$ cat src/design/acr_map.svh
`ifndef ACR_MAP_SVH
`define ACR_MAP_SVH

////////////////////////////////////////////////////////////////////////////////
// Register indices; the byte address is four times the index
`define ACR_IDX_CSR        10'h070
`define ACR_IDX_RES_HIGH   10'h071
`define ACR_IDX_RES_LOW    10'h072
`define ACR_IDX_IRQ_STATUS 10'h073
`define ACR_IDX_IRQ_MASK   10'h074

////////////////////////////////////////////////////////////////////////////////
// Field positions in the control/status register
`define ACR_CSR_EOC_BIT    7
`define ACR_CSR_CLK_BIT    6
`define ACR_CSR_PWR_BIT    5
`define ACR_CSR_RSVD_BIT   4
`define ACR_CSR_CHAN_MSB   3

// Interrupt status and mask layout
`define ACR_IRQ_DONE_BIT    0
`define ACR_IRQ_OVERRUN_BIT 1
`define ACR_IRQ_WIDTH       2

////////////////////////////////////////////////////////////////////////////////
// Reset values
`define ACR_CSR_RST        8'h00
`define ACR_RESULT_RST     10'h000
`define ACR_IRQ_RST        2'h0

////////////////////////////////////////////////////////////////////////////////
// Converter clock division and conversion length
`define ACR_DIV_SLOW       4
`define ACR_DIV_FAST       2
`define ACR_RESULT_BITS    10

`endif

$ cat src/design/acr_pkg.sv
package acr_pkg;

  // Control/status register image
  typedef struct packed {
    logic       eoc;
    logic       clk_fast;
    logic       power_on;
    logic       rsvd;
    logic [3:0] input_channel_select;
  } acr_csr_t;

  // Sequencer states
  typedef enum logic [1:0] {
    ACR_IDLE,
    ACR_SAMPLE,
    ACR_SETTLE,
    ACR_DECIDE
  } acr_sar_state_t;

  // Lines towards the analog multiplexer and core
  typedef struct packed {
    logic       converter_power_on;
    logic       sample_hold;
    logic [3:0] input_channel_select;
    logic [9:0] trial_code;
  } acr_analog_t;

endpackage : acr_pkg

$ cat src/design/acr_ctrl.sv
// How it works
// The done flag is set by hardware at conversion end and cleared by reading the high result or writing the control register.
// The done flag in the top bit of the control register is read-only while every other bit reads back what software wrote.
// The clock-select bit picks a converter clock of the bus clock divided by four when clear and by two when set.
// Setting the power bit turns the converter on and starts converting, clearing it stops the converter at once.
// Software keeps the spare bit 4 of the control register at zero.
// The four channel bits name the analog input as a binary number from input 0 up to input 15.
// The high result register is read-only and shows result bits 9 to 2.
// The low result register is read-only with zero in bits 7 to 2 and result bits 1 and 0 below.
// The control register, high result and low result sit at indices 70h, 71h and 72h.
// After reset all three converter registers read zero.
// While powered the selected channel is converted back to back and each result overwrites the last.
// Changing the channel bits aborts the conversion, clears the done flag and restarts on the new channel.
// Software polls the done flag, reads low then high before the next conversion ends.
// Both result registers and the done flag change in the same clock cycle at conversion end.
// The sequencer settles one result bit per step, most significant first, over ten steps.
//
// Implementation choice: the Wishbone slave port.
`timescale 1ns/1ps
`default_nettype none
`include "acr_map.svh"

module acr_ctrl
  import acr_pkg::*;
(
  input  wire logic        clk_i,
  input  wire logic        rst_i,
  input  wire logic        wb_cyc_i,
  input  wire logic        wb_stb_i,
  input  wire logic        wb_we_i,
  input  wire logic [11:0] wb_adr_i,
  input  wire logic [3:0]  wb_sel_i,
  input  wire logic [31:0] wb_dat_i,
  output var  logic [31:0] wb_dat_o,
  output var  logic        wb_ack_o,
  input  wire logic        comparator_i,
  output var  acr_analog_t analog_o,
  output var  logic        irq_o
);

  ////////////////////////////////////////////////////////////////////////////
  // Declarations
  acr_csr_t                  csr;
  acr_csr_t                  next_csr;
  logic [9:0]                result;
  logic [9:0]                next_result;
  logic [`ACR_IRQ_WIDTH-1:0] irq_status;
  logic [`ACR_IRQ_WIDTH-1:0] next_irq_status;
  logic [`ACR_IRQ_WIDTH-1:0] irq_mask;
  logic [`ACR_IRQ_WIDTH-1:0] next_irq_mask;
  logic                      next_irq;
  logic                      next_ack;
  logic [31:0]               next_dat;
  logic                      take;
  logic                      wr_low;
  logic                      restart;
  logic [1:0]                div_cnt;
  logic [1:0]                next_div_cnt;
  logic [1:0]                div_limit;
  logic                      tick;
  logic                      comp_meta;
  logic                      comp_sync;
  logic                      sar_sample;
  logic [9:0]                sar_trial;
  logic                      sar_done;
  logic [9:0]                sar_result;
  acr_analog_t               next_analog;

  // Register index match; the low two address bits select byte lanes only
  function automatic logic acr_hit(input logic [11:0] adr, input logic [9:0] idx);
    acr_hit = (adr[11:2] == idx);
  endfunction : acr_hit

  // Register image read back over the bus, narrow data in the low byte
  function automatic logic [31:0] acr_word(input logic [7:0] val);
    acr_word = {24'h000000, val};
  endfunction : acr_word

  ////////////////////////////////////////////////////////////////////////////
  // Bus qualifiers: a request is taken once, in the cycle before ack rises
  assign take   = wb_cyc_i & wb_stb_i & ~wb_ack_o;
  assign wr_low = take & wb_we_i & wb_sel_i[0];

  // A new conversion starts on power-up or on a channel change while powered
  assign restart = wr_low & acr_hit(wb_adr_i, `ACR_IDX_CSR)
                 & wb_dat_i[`ACR_CSR_PWR_BIT]
                 & (~csr.power_on
                    | (wb_dat_i[`ACR_CSR_CHAN_MSB:0] != csr.input_channel_select));

  ////////////////////////////////////////////////////////////////////////////
  // Comparator arrives from the analog core asynchronously: two flops first
  always_ff @(posedge clk_i)
  begin
    if (rst_i)
    begin
      comp_meta <= 1'b0;
      comp_sync <= 1'b0;
    end
    else
    begin
      comp_meta <= comparator_i;
      comp_sync <= comp_meta;
    end
  end

  ////////////////////////////////////////////////////////////////////////////
  // Converter clock as an enable tick; restarting realigns its phase
  always_comb
  begin
    div_limit = csr.clk_fast ? 2'(`ACR_DIV_FAST - 1) : 2'(`ACR_DIV_SLOW - 1);
    tick      = (div_cnt == div_limit);
    if (restart || !csr.power_on || tick)
    begin
      next_div_cnt = 2'h0;
    end
    else
    begin
      next_div_cnt = div_cnt + 2'h1;
    end
  end

  // Divider register
  always_ff @(posedge clk_i)
  begin
    if (rst_i)
    begin
      div_cnt <= 2'h0;
    end
    else
    begin
      div_cnt <= next_div_cnt;
    end
  end

  ////////////////////////////////////////////////////////////////////////////
  // Successive approximation sequencer
  acr_sar u_sar
  (
    .clk_i     (clk_i),
    .rst_i     (rst_i),
    .tick_i    (tick),
    .enable_i  (csr.power_on),
    .restart_i (restart),
    .comp_i    (comp_sync),
    .sample_o  (sar_sample),
    .trial_o   (sar_trial),
    .done_o    (sar_done),
    .result_o  (sar_result)
  );

  ////////////////////////////////////////////////////////////////////////////
  // Control/status and result registers
  always_comb
  begin
    next_csr    = csr;
    next_result = result;
    if (wr_low && acr_hit(wb_adr_i, `ACR_IDX_CSR))
    begin
      // Every bit but the flag takes the written value, spare bit included
      next_csr.clk_fast             = wb_dat_i[`ACR_CSR_CLK_BIT];
      next_csr.power_on             = wb_dat_i[`ACR_CSR_PWR_BIT];
      next_csr.rsvd                 = wb_dat_i[`ACR_CSR_RSVD_BIT];
      next_csr.input_channel_select = wb_dat_i[`ACR_CSR_CHAN_MSB:0];
      next_csr.eoc                  = 1'b0;
    end
    if (take && !wb_we_i && acr_hit(wb_adr_i, `ACR_IDX_RES_HIGH))
    begin
      next_csr.eoc = 1'b0;
    end
    // Completion beats a clear in the same cycle so no result goes unseen
    if (sar_done)
    begin
      next_csr.eoc = 1'b1;
      next_result  = sar_result;
    end
  end

  // Converter register storage
  always_ff @(posedge clk_i)
  begin
    if (rst_i)
    begin
      csr    <= `ACR_CSR_RST;
      result <= `ACR_RESULT_RST;
    end
    else
    begin
      csr    <= next_csr;
      result <= next_result;
    end
  end

  ////////////////////////////////////////////////////////////////////////////
  // Interrupt status: sticky, write one to clear, new events win
  always_comb
  begin
    next_irq_status = irq_status;
    next_irq_mask   = irq_mask;
    if (wr_low && acr_hit(wb_adr_i, `ACR_IDX_IRQ_STATUS))
    begin
      next_irq_status = irq_status & ~wb_dat_i[`ACR_IRQ_WIDTH-1:0];
    end
    if (wr_low && acr_hit(wb_adr_i, `ACR_IDX_IRQ_MASK))
    begin
      next_irq_mask = wb_dat_i[`ACR_IRQ_WIDTH-1:0];
    end
    if (sar_done)
    begin
      next_irq_status[`ACR_IRQ_DONE_BIT] = 1'b1;
      // Overrun: the done flag is still set, so no high read and no control write followed the previous result
      if (csr.eoc)
      begin
        next_irq_status[`ACR_IRQ_OVERRUN_BIT] = 1'b1;
      end
    end
    next_irq = |(next_irq_status & next_irq_mask);
  end

  // Interrupt registers
  always_ff @(posedge clk_i)
  begin
    if (rst_i)
    begin
      irq_status <= `ACR_IRQ_RST;
      irq_mask   <= `ACR_IRQ_RST;
      irq_o      <= 1'b0;
    end
    else
    begin
      irq_status <= next_irq_status;
      irq_mask   <= next_irq_mask;
      irq_o      <= next_irq;
    end
  end

  ////////////////////////////////////////////////////////////////////////////
  // Wishbone answer: ack one cycle after the request, unmapped reads zero
  always_comb
  begin
    next_ack = take;
    next_dat = 32'h00000000;
    if (take && !wb_we_i)
    begin
      if (acr_hit(wb_adr_i, `ACR_IDX_CSR))
      begin
        next_dat = acr_word(csr);
      end
      else if (acr_hit(wb_adr_i, `ACR_IDX_RES_HIGH))
      begin
        next_dat = acr_word(result[9:2]);
      end
      else if (acr_hit(wb_adr_i, `ACR_IDX_RES_LOW))
      begin
        next_dat = acr_word({6'h00, result[1:0]});
      end
      else if (acr_hit(wb_adr_i, `ACR_IDX_IRQ_STATUS))
      begin
        next_dat = acr_word({6'h00, irq_status});
      end
      else if (acr_hit(wb_adr_i, `ACR_IDX_IRQ_MASK))
      begin
        next_dat = acr_word({6'h00, irq_mask});
      end
      else
      begin
        next_dat = 32'h00000000;
      end
    end
  end

  // Bus answer registers; read data is held only for the ack cycle
  always_ff @(posedge clk_i)
  begin
    if (rst_i)
    begin
      wb_ack_o <= 1'b0;
      wb_dat_o <= 32'h00000000;
    end
    else
    begin
      wb_ack_o <= next_ack;
      wb_dat_o <= next_dat;
    end
  end

  ////////////////////////////////////////////////////////////////////////////
  // Analog side: channel and power follow the register, code the sequencer
  always_comb
  begin
    next_analog.converter_power_on   = next_csr.power_on;
    next_analog.input_channel_select = next_csr.input_channel_select;
    next_analog.sample_hold          = sar_sample;
    next_analog.trial_code           = sar_trial;
  end

  // The extra stage delays the trial code one cycle, covered by the settle tick
  always_ff @(posedge clk_i)
  begin
    if (rst_i)
    begin
      analog_o <= '0;
    end
    else
    begin
      analog_o <= next_analog;
    end
  end

endmodule : acr_ctrl

`default_nettype wire

$ cat src/design/acr_sar.sv
`timescale 1ns/1ps
`default_nettype none
`include "acr_map.svh"

module acr_sar
  import acr_pkg::*;
(
  input  wire logic       clk_i,
  input  wire logic       rst_i,
  input  wire logic       tick_i,
  input  wire logic       enable_i,
  input  wire logic       restart_i,
  input  wire logic       comp_i,
  output var  logic       sample_o,
  output var  logic [9:0] trial_o,
  output var  logic       done_o,
  output var  logic [9:0] result_o
);

  acr_sar_state_t state;
  acr_sar_state_t next_state;
  logic [3:0]     bit_idx;
  logic [3:0]     next_bit_idx;
  logic [9:0]     next_trial;
  logic           next_sample;
  logic           next_done;
  logic [9:0]     next_result;
  logic [9:0]     kept;

  ////////////////////////////////////////////////////////////////////////////
  // Sequencer: a sample tick, then per bit a settle tick and a decide tick,
  // so the comparator has two synchroniser cycles even at the fast clock
  always_comb
  begin
    next_state   = state;
    next_bit_idx = bit_idx;
    next_trial   = trial_o;
    next_sample  = sample_o;
    next_done    = 1'b0;
    next_result  = result_o;
    kept         = trial_o;
    // A power-on restart arrives before the enable register has caught up,
    // so the restart must win or the converter would never start
    if (restart_i)
    begin
      next_state  = ACR_SAMPLE;
      next_trial  = 10'h000;
      next_sample = 1'b1;
    end
    else if (!enable_i)
    begin
      next_state  = ACR_IDLE;
      next_trial  = 10'h000;
      next_sample = 1'b0;
    end
    else if (tick_i)
    begin
      unique case (state)
        ACR_IDLE:
        begin
          next_state = ACR_IDLE;
        end
        ACR_SAMPLE:
        begin
          next_state   = ACR_SETTLE;
          next_sample  = 1'b0;
          next_bit_idx = 4'(`ACR_RESULT_BITS - 1);
          next_trial   = 10'h200;
        end
        ACR_SETTLE:
        begin
          next_state = ACR_DECIDE;
        end
        ACR_DECIDE:
        begin
          // Drop the trial bit when the input lies below the trial level
          if (!comp_i)
          begin
            kept[bit_idx] = 1'b0;
          end
          if (bit_idx == 4'h0)
          begin
            next_done   = 1'b1;
            next_result = kept;
            next_trial  = 10'h000;
            next_sample = 1'b1;
            next_state  = ACR_SAMPLE;
          end
          else
          begin
            next_bit_idx        = bit_idx - 4'h1;
            next_trial          = kept;
            next_trial[bit_idx - 4'h1] = 1'b1;
            next_state          = ACR_SETTLE;
          end
        end
      endcase
    end
  end

  // Sequencer registers
  always_ff @(posedge clk_i)
  begin
    if (rst_i)
    begin
      state    <= ACR_IDLE;
      bit_idx  <= 4'h0;
      trial_o  <= 10'h000;
      sample_o <= 1'b0;
      done_o   <= 1'b0;
      result_o <= `ACR_RESULT_RST;
    end
    else
    begin
      state    <= next_state;
      bit_idx  <= next_bit_idx;
      trial_o  <= next_trial;
      sample_o <= next_sample;
      done_o   <= next_done;
      result_o <= next_result;
    end
  end

endmodule : acr_sar

`default_nettype wire

$ cat config.mk
export PLATFORM = sky130hd
export DESIGN_NAME = acr_ctrl
export DESIGN_NICKNAME = d
export VERILOG_FILES = /design/src/design/acr_pkg.sv /design/src/design/acr_ctrl.sv /design/src/design/acr_sar.sv
export VERILOG_INCLUDE_DIRS = /design/src /design/src/design
export SDC_FILE = /design/constraint.sdc
export NUM_CORES = 1
export LEC_CHECK = 0
export BUFFER_PORTS_ARGS = -buffer_cell sky130_fd_sc_hd__buf_2
export CAP_MARGIN = 40
export CORE_UTILIZATION = 45
export DETAILED_ROUTE_END_ITERATION = 8
export GPL_TIMING_DRIVEN = 0
export PLACE_DENSITY_LB_ADDON = 0.15
export SYNTH_ARGS = -nofsm -noshare
export SYNTH_HDL_FRONTEND = slang
export SYNTH_SLANG_ARGS = --single-unit
export TNS_END_PERCENT = 1
$ cat constraint.sdc
create_clock -name clk_i -period 5.1 [get_ports clk_i]
set_input_delay 0.765 -clock clk_i [delete_from_list [all_inputs] [get_ports clk_i]]
set_output_delay 0.765 -clock clk_i [all_outputs]
set_load 0.05 [all_outputs]
==> results.txt, run 1 <==
The flow ran to the end, and the final reports show no timing, DRC or antenna violations. The signal on the critical path passes through inv_1 -> ha_1 -> nor3b_1 -> nor4_2 -> clkbuf_1 -> o21ai_0 -> a21oi_1. The async set-or-reset flop fraction in the synthesized netlist came out at 0%. The number of max-capacitance violations reported is 0. The mean number of vias per cell came out at 4.98. The achievable clock frequency came out at 363 MHz. The filler cell count in the final layout is 702. The HPWL reported at the end of detailed placement is 5840 um. The number of buffers added by the clock tree synthesis step came out at 9. The most critical setup path has its startpoint at u_sar.bit_idx[0]. The die extent in y came out at 89.7 um.

The critical path's largest stage delay came out at 0.80 ns. Setup repair after global routing left no endpoint under its margin. The maximum clock insertion buffer count came out at 2.

The portion of the post-synthesis area used by sequential elements is 43.3%. Once detail routing completed, the nets flagged for antenna violations numbered 0. In this run the clock root is driven by a clkbuf_8. The final global-route overflow total is 0. The max-slew violation total from the final report came out at 0. The number of diodes is 0.

The slowest stage of the critical path is the nor4_2 cell. The cell count after placement is 554. The share of Yosys cell area claimed by the top area cell type is 43.3%. The area of the die came out at approximately 0.0081 mm2. The final clock skew is between 0.01 and 0.015 ns. The post-detailed-route wirelength per cell came out at 13.7 um. The leakage power of the design is 1.65 nW.

The number of buffers and inverters on the critical path is 2. Row generation in the floorplan step produced 31 rows. The sum of negative setup slack is 0 ns. The width of the die is 89.7 um.

In this run the critical register-to-register path is launched from u_sar.bit_idx[0]. The first-pass GRT wire length came out at 13400 um. The highest ir drop seen on vdd came out at between 0.0001 and 0.00015 V.

The pin count of the biggest net entering global routing came out at 14. The final setup violation count came out at 0. In this run the worst setup path terminates at u_sar.trial_o[7]. The number of detailed-route iterations in the first pass is 4.

The routed via count is 2837. The number of placed I/O pins came out at 104. The count of routing violations after the opening detailed-route iteration came out at 128.

The final-report hold violation count came out at 0. The largest fanout of any net on the critical path is 10. The count of hold buffers inserted by post-cts repair is 0. The worst setup path is captured at a flop. The number of antenna violations at the first check in global routing came to 0. The total routing usage reported by global routing is 20.6%. Data on the critical path arrives at its endpoint at 3.03 ns. The cell accounting for the most synthesized area is dfxtp_1. The total of flip-flops plus latches after synthesis is 75. In this design, the largest share of critical-path delay is due to simple AND/OR/NAND/NOR gates. The normalized max-slew margin is 42.2%.

The number of different library cells used by synthesis comes to 57. The netlist area before placement came out at between 0.003 and 0.004 mm2. The share of post-route cells with drive strength above 1 is 23.4%. The most used flip-flop cell after synthesis is dfxtp_1. The via count of the first global-routing pass was 2725.

For this design the ratio of total power to cell area is 265 mW/mm2. The worst setup path is launched from a flop. The remaining design rule violation count came out at 0. The number of stages on the worst hold path is 1. The count of input and output buffers came out at 48. The setup check on the worst reg-to-reg path leaves a slack of 2.34 ns.

The class of the most critical hold timing path is reg2reg. The worst-margin pin slew came out at roughly 0.86 ns. The count of clock tree sinks is 75.

The depth of the most critical reg-to-reg path is 7. The total length of routed wires came out at 7800 um. After technology mapping, the gate count stands at 383. The final standard cell count with taps included and fillers excluded is 570. TritonCTS built the clock tree. The clock period minus worst slack came out at 2.76 ns. The number of levels the H-tree was split into is 3.

In this run the critical register-to-register path is captured at u_sar.trial_o[7]. The worst hold slack after final layout came out at ~0.45 ns. For this configuration, the core starts out at a cell density of 47.3%. The synthesis-to-finish area growth came out at 18.5%.

For this run, the number of Yosys warnings is 0. The quantity of gates resized following cts came out at 0. The worst-skew pair later-pin latency came out at 0.35 ns.

The average instance in the mapped netlist occupies 9.05 um2. In the layout the commonest cells are dfxtp_1 (75), buf_2 (49), nand2_1 (45). Counting buffers and inverters, the worst setup path is 7 cells deep. The number of nets in the final layout came out at around 530. Data on the critical path is required at its endpoint by 5.38 ns. By startpoint and endpoint, the worst setup path is classified as reg2reg. The library cell used most frequently in the layout, excluding fill and tap cells, is dfxtp_1. The final clock period utilization by the worst path is 54.0%.

Counting flops with a built-in enable in the synthesized netlist gives 0. The post-CTS clock slew at the launch and capture registers of the worst setup and hold paths came out at approximately 0.08 ns. In this run the post-CTS setup repair buffer count came out at 0.

The region available for standard cell placement spans ~0.0073 mm2. Ranked by total cell area, the synthesized netlist is headed by dfxtp_1 (43%), buf_4 (6.5%), mux2i_1 (5.5%), nand2_1 (4.9%), nor2_1 (4.0%). The global placer's final weighted congestion came out at ~0.9.
synthesized netlist by cell type, types with 3 or more instances:
cell      instances
buf_1             3
o211a_1           4
xnor2_1           7
a21oi_1          20
buf_4            30
clkbuf_1         11
ha_1              6
a32oi_1           4
o21ai_0          12
a22oi_1           8
nand2_1          45
nor2b_1          17
nor3_1            7
o22ai_1           3
nor2_1           37
nand3_1           9
a21o_1            5
inv_1             9
nand2b_1          5
dfxtp_1          75
mux2i_1          19
state kept, by name, indices dropped and copies added, names as in the netlist, 3 cells and up:
register	flops
result	10
u_sar.bit_idx	4
u_sar.trial_o	10
csr	3
analog_o	16
u_sar.result_o	10
wb_dat_o	8
power by group:
part | switching (mW) | internal, mW
registers | 0.000666 | 0.586
clock network | 0.221 | 0.192
logic | 0.0638 | 0.0265
total | 0.286 | 0.804
metrics by stage:
step | util, % | worst slack (ns) | total power [mW] | instance area, um2
final | 56.0 | 2.34 | 1.09 | 4110
after detailed placement | 53.5 | 2.15 | 0.690 | 3930
after CTS | 56.0 | 2.40 | 1.10 | 4110
after global routing | 56.0 | 2.14 | 1.13 | 4110
after global placement | 53.4 | 2.16 | 0.690 | 3920
after floorplan | - | 2.57 | 0.672 | 3550
how the worst min path moves through the flow:
stage          slack (ns)       from   endpoint
2_1_floorplan        0.41  comp_meta  comp_sync
3_3_place_gp         0.43  comp_meta  comp_sync
3_5_place_dp         0.44  comp_meta  comp_sync
4_1_cts              0.45  comp_meta  comp_sync
5_1_grt              0.47  comp_meta  comp_sync
6_report             0.45  comp_meta  comp_sync
cells by family after synthesis:
kind of cell             synth area share [%]
AO/OA/AOI/OAI                            15.0
other                                   0.108
adder cells (fa/ha/maj)                  2.17
AND/OR/NAND/NOR                          22.5
buffers and inverters                    9.14
flip-flops                               43.3
multiplexers                             5.49
XOR/XNOR                                 2.28
layer usage:
metal | share of wire (%) | global-route usage, %
met1 | 47 | 26.6
met2 | 46 | 34.1
met3 | 5.2 | 3.55
met4 | 1.8 | 8.06
met5 | 0 | 0
final cells by class:
class / instances / area (um2) / area share, %
Buffer: 45 / 283 / 6.89
Clock buffer: 11 / 141 / 3.44
Tap cell: 99 / 124 / 3.02
Clock inverter: 5 / 38.8 / 0.945
Timing Repair Buffer: 49 / 250 / 6.10
Multi-Input combinational cell: 277 / 1730 / 42.2
Inverter: 9 / 33.8 / 0.823
Sequential cell: 75 / 1500 / 36.6
No activity file was read; power rests on OpenSTA's default activity.
==> run 2, diff against run 1 <==
Clock period 5.1 ns to 2.7 ns, I/O delays scaled along.
==> run 2 against run 1 <==
Register-to-register slack got worse by 2.1 ns. Count of clock-buffer cells in the layout unchanged. Via count increased by 0.32%. Largest cell class unchanged. Hold slack got worse by 0.16 ns. Critical endpoint is now u_sar.result_o[4].
==> results.txt, run 2 (synthesized netlist as in run 1, its figures left out) <==
The number of antenna violations at the first check in global routing is 0 (unchanged). The routed via count is 2846 (was 2837). The HPWL reported at the end of detailed placement is 5840 um (unchanged). The critical path's largest stage delay is 0.53 ns (was 0.80 ns). The normalized max-slew margin is 51.6% (was 42.2%). The number of flip-flops in the largest register came out at 16 (unchanged).

The share of post-route cells with drive strength above 1 came out at 23.8% (was 23.4%). The pin count of the biggest net entering global routing is 14 (unchanged). The register containing the most flip-flops in the final layout is analog_o (unchanged). The post-detailed-route wirelength per cell came out at 13.8 um (was 13.7 um). The total length of routed wires is 7840 um (was 7800 um). The worst setup slack for register-to-register paths was 0.23 ns (was 2.34 ns). The path type of the worst setup path was reg2reg (unchanged).

The area of the die is 0.00805 mm2 (unchanged). The depth of the most critical reg-to-reg path is 7 (unchanged). The final clock skew was 0.00858 ns (was 0.0111 ns). The highest ir drop seen on vdd is 0.000243 V (was 0.000129 V). The most common cell after layout, fill and taps aside is dfxtp_1 (unchanged). The final instance area came out at 0.00412 mm2 (was 0.00411 mm2).

The number of nets in the final layout came out at 526 (unchanged). The library cell used as clock root buffer is clkbuf_8 (unchanged). The leakage power of the design was 1.67 nW (was 1.65 nW). The register area came out at 0.00150 mm2 (unchanged).

The filler cell count in the final layout came out at 699 (was 702). The number of levels the H-tree was split into came to 3 (unchanged). The number of placed I/O pins is 104 (unchanged).

The smallest setup slack after layout is 0.227 ns (was 2.34 ns). The post-layout total power came out at 2.05 mW (was 1.09 mW). The critical path capture point type is a flop (unchanged). The largest fanout of any net on the critical path is 7 (was 10). The clock period minus worst slack came out at 2.47 ns (was 2.76 ns).

The achievable clock frequency came out at 404 MHz (was 363 MHz). The count of input and output buffers was 48 (unchanged). The post-CTS clock slew at the launch and capture registers of the worst setup and hold paths came out at 0.08 ns (about the same). The number of buffers added by the clock tree synthesis step came out at 9 (unchanged). The slowest cell on the critical path is or3b_2 (was nor4_2).

The final-report hold violation count is 0 (unchanged). The element type at the critical path start was a flop (unchanged). The number of diodes is 0 (unchanged). The count of antenna-violating nets left after detailed routing came out at 0 (unchanged). The utilization after layout came to 56.2% (was 56.0%). The post-placement setup slack came out at 0.0223 ns (was 2.15 ns). The starting utilization of the core area came out at 47.3% (unchanged). The final setup violation count came to 0 (unchanged). The worst-skew pair later-pin latency is 0.34 ns (was 0.35 ns). The count of hold buffers inserted by post-cts repair was 0 (unchanged). The worst-margin pin slew is 0.720 ns (was 0.860 ns). The number of max-capacitance violations reported came to 0 (unchanged).

The number of detailed-route iterations in the first pass came out at 4 (unchanged). The kind of cell adding the most delay to the critical path is simple AND/OR/NAND/NOR gates (unchanged). The number of cell rows came to 31 (unchanged). The count of clock tree sinks came out at 75 (unchanged).

The maximum clock insertion buffer count is 2 (unchanged). Cell chain of the critical path: inv_1 -> ha_1 -> or3b_2 -> nor4_2 -> nand2_2 -> nor2_4 -> mux2i_1 (was inv_1 -> ha_1 -> nor3b_1 -> nor4_2 -> clkbuf_1 -> o21ai_0 -> a21oi_1). Unrepaired setup endpoints after global routing: false (unchanged). The endpoint required time on the critical path came out at 2.98 ns (was 5.38 ns). The clock tree from TritonCTS was done (unchanged). The final global-route overflow total is 0 (unchanged).

The width of the die came out at 89.7 um (unchanged). The area inside the core boundary came out at 0.00733 mm2 (unchanged). The startpoint of the worst register-to-register path was u_sar.bit_idx[0] (unchanged). The launch point of the critical path is u_sar.bit_idx[0] (unchanged).

The total routing usage reported by global routing came out at 20.6% (about the same). The final clock period utilization by the worst path is 91.6% (was 54.0%). The destination of the worst register-to-register timing path is u_sar.result_o[4] (was u_sar.trial_o[7]). The number of buffers added for setup after CTS is 0 (unchanged).

The worst setup path endpoint is u_sar.result_o[4] (was u_sar.trial_o[7]). Run status: finished clean (unchanged). The max-slew violation total from the final report came out at 0 (unchanged).

Most frequent cells in the layout: dfxtp_1 (75), buf_2 (49), nand2_1 (44) (was dfxtp_1 (75), buf_2 (49), nand2_1 (45)). The cell area power density came to 499 mW/mm2 (was 265 mW/mm2). The sum of negative setup slack is 0 ns (unchanged). The placement-stage cell area was 0.00393 mm2 (unchanged). The area of combinational cells with multiple inputs is 0.00174 mm2 (was 0.00173 mm2). The global placer's final weighted congestion is 0.876 (unchanged). The first-pass GRT wire length was 13400 um (about the same). The instance count on the critical path is 7 (unchanged). The number of buffers and inverters on the critical path came out at 1 (was 2). The count of routing violations after the opening detailed-route iteration came out at 112 (was 128). The mean number of vias per cell came out at 4.99 (was 4.98). The via count of the first global-routing pass came out at 2730 (was 2725).

The die extent in y came out at 89.7 um (unchanged). The class of the most critical hold timing path is in2reg (was reg2reg). The synthesis-to-finish area growth is 18.9% (was 18.5%). The endpoint arrival time on the critical path came to 2.75 ns (was 3.03 ns). The remaining design rule violation count is 0 (unchanged).
==> run 2: cell counts in the layout (fill, tap and decap cells not counted) <==
Identical to the previous run, type by type.
==> run 2: report_power, final <==
part	switching (mW)	internal, mW	total [mW]
clock network	0.414	0.362	0.776
logic	0.121	0.0501	0.171
registers	0.00128	1.11	1.11
==> run 2: routing by layer <==
| metal | vias to the layer above | GRT usage (%) | wire (um) |
|---|---|---|---|
| met2 | 86 | 34.1 | 3670 |
| li1 | 1450 | - | - |
| met3 | 8 | 3.55 | 367 |
| met4 | 0 | 8.06 | 115 |
| met5 | - | 0 | 0 |
| met1 | 1302 | 26.7 | 3690 |
==> run 2: cell type report <==
type	count	area share, %
inverters	9	0.820
clock buffers	11	3.43
clock inverters	5	0.942
plain buffers	45	6.90
repair buffers	49	6.08
flip-flops and latches	75	36.5
multi-input cells	277	42.4
well taps	99	3.01
==> run 2: stage by stage <==
stage          std cells  hold WS, ns
2_1_floorplan        406        0.414
3_3_place_gp         553        0.430
3_5_place_dp         554        0.439
4_1_cts              570        0.280
5_1_grt              570        0.293
6_report             570        0.294
==> run 2: how the worst min path moves through the flow <==
stage	from	endpoint	slack, ns	cells after the start
6_report	comparator_i	comp_meta	0.29	2
5_1_grt	comparator_i	comp_meta	0.29	2
4_1_cts	comparator_i	comp_meta	0.28	2
3_5_place_dp	comp_meta	comp_sync	0.44	1
3_3_place_gp	comp_meta	comp_sync	0.43	1
2_1_floorplan	comp_meta	comp_sync	0.41	1
==> run 2: repair_timing <==
| action | 4_1_cts | 5_1_grt |
|---|---|---|
| setup endpoints to repair | 1 | 8 |
| gates resized for setup | 1 | 3 |
| gates cloned | 0 | 0 |
==> run 2: worst reg2reg max path, cell delays in order (launching register included) <==
cell     delay (ns)
dfxtp_1        0.38
inv_1          0.13
ha_1           0.32
or3b_2         0.53
nor4_2         0.41
nand2_2        0.19
nor2_4         0.23
mux2i_1        0.21
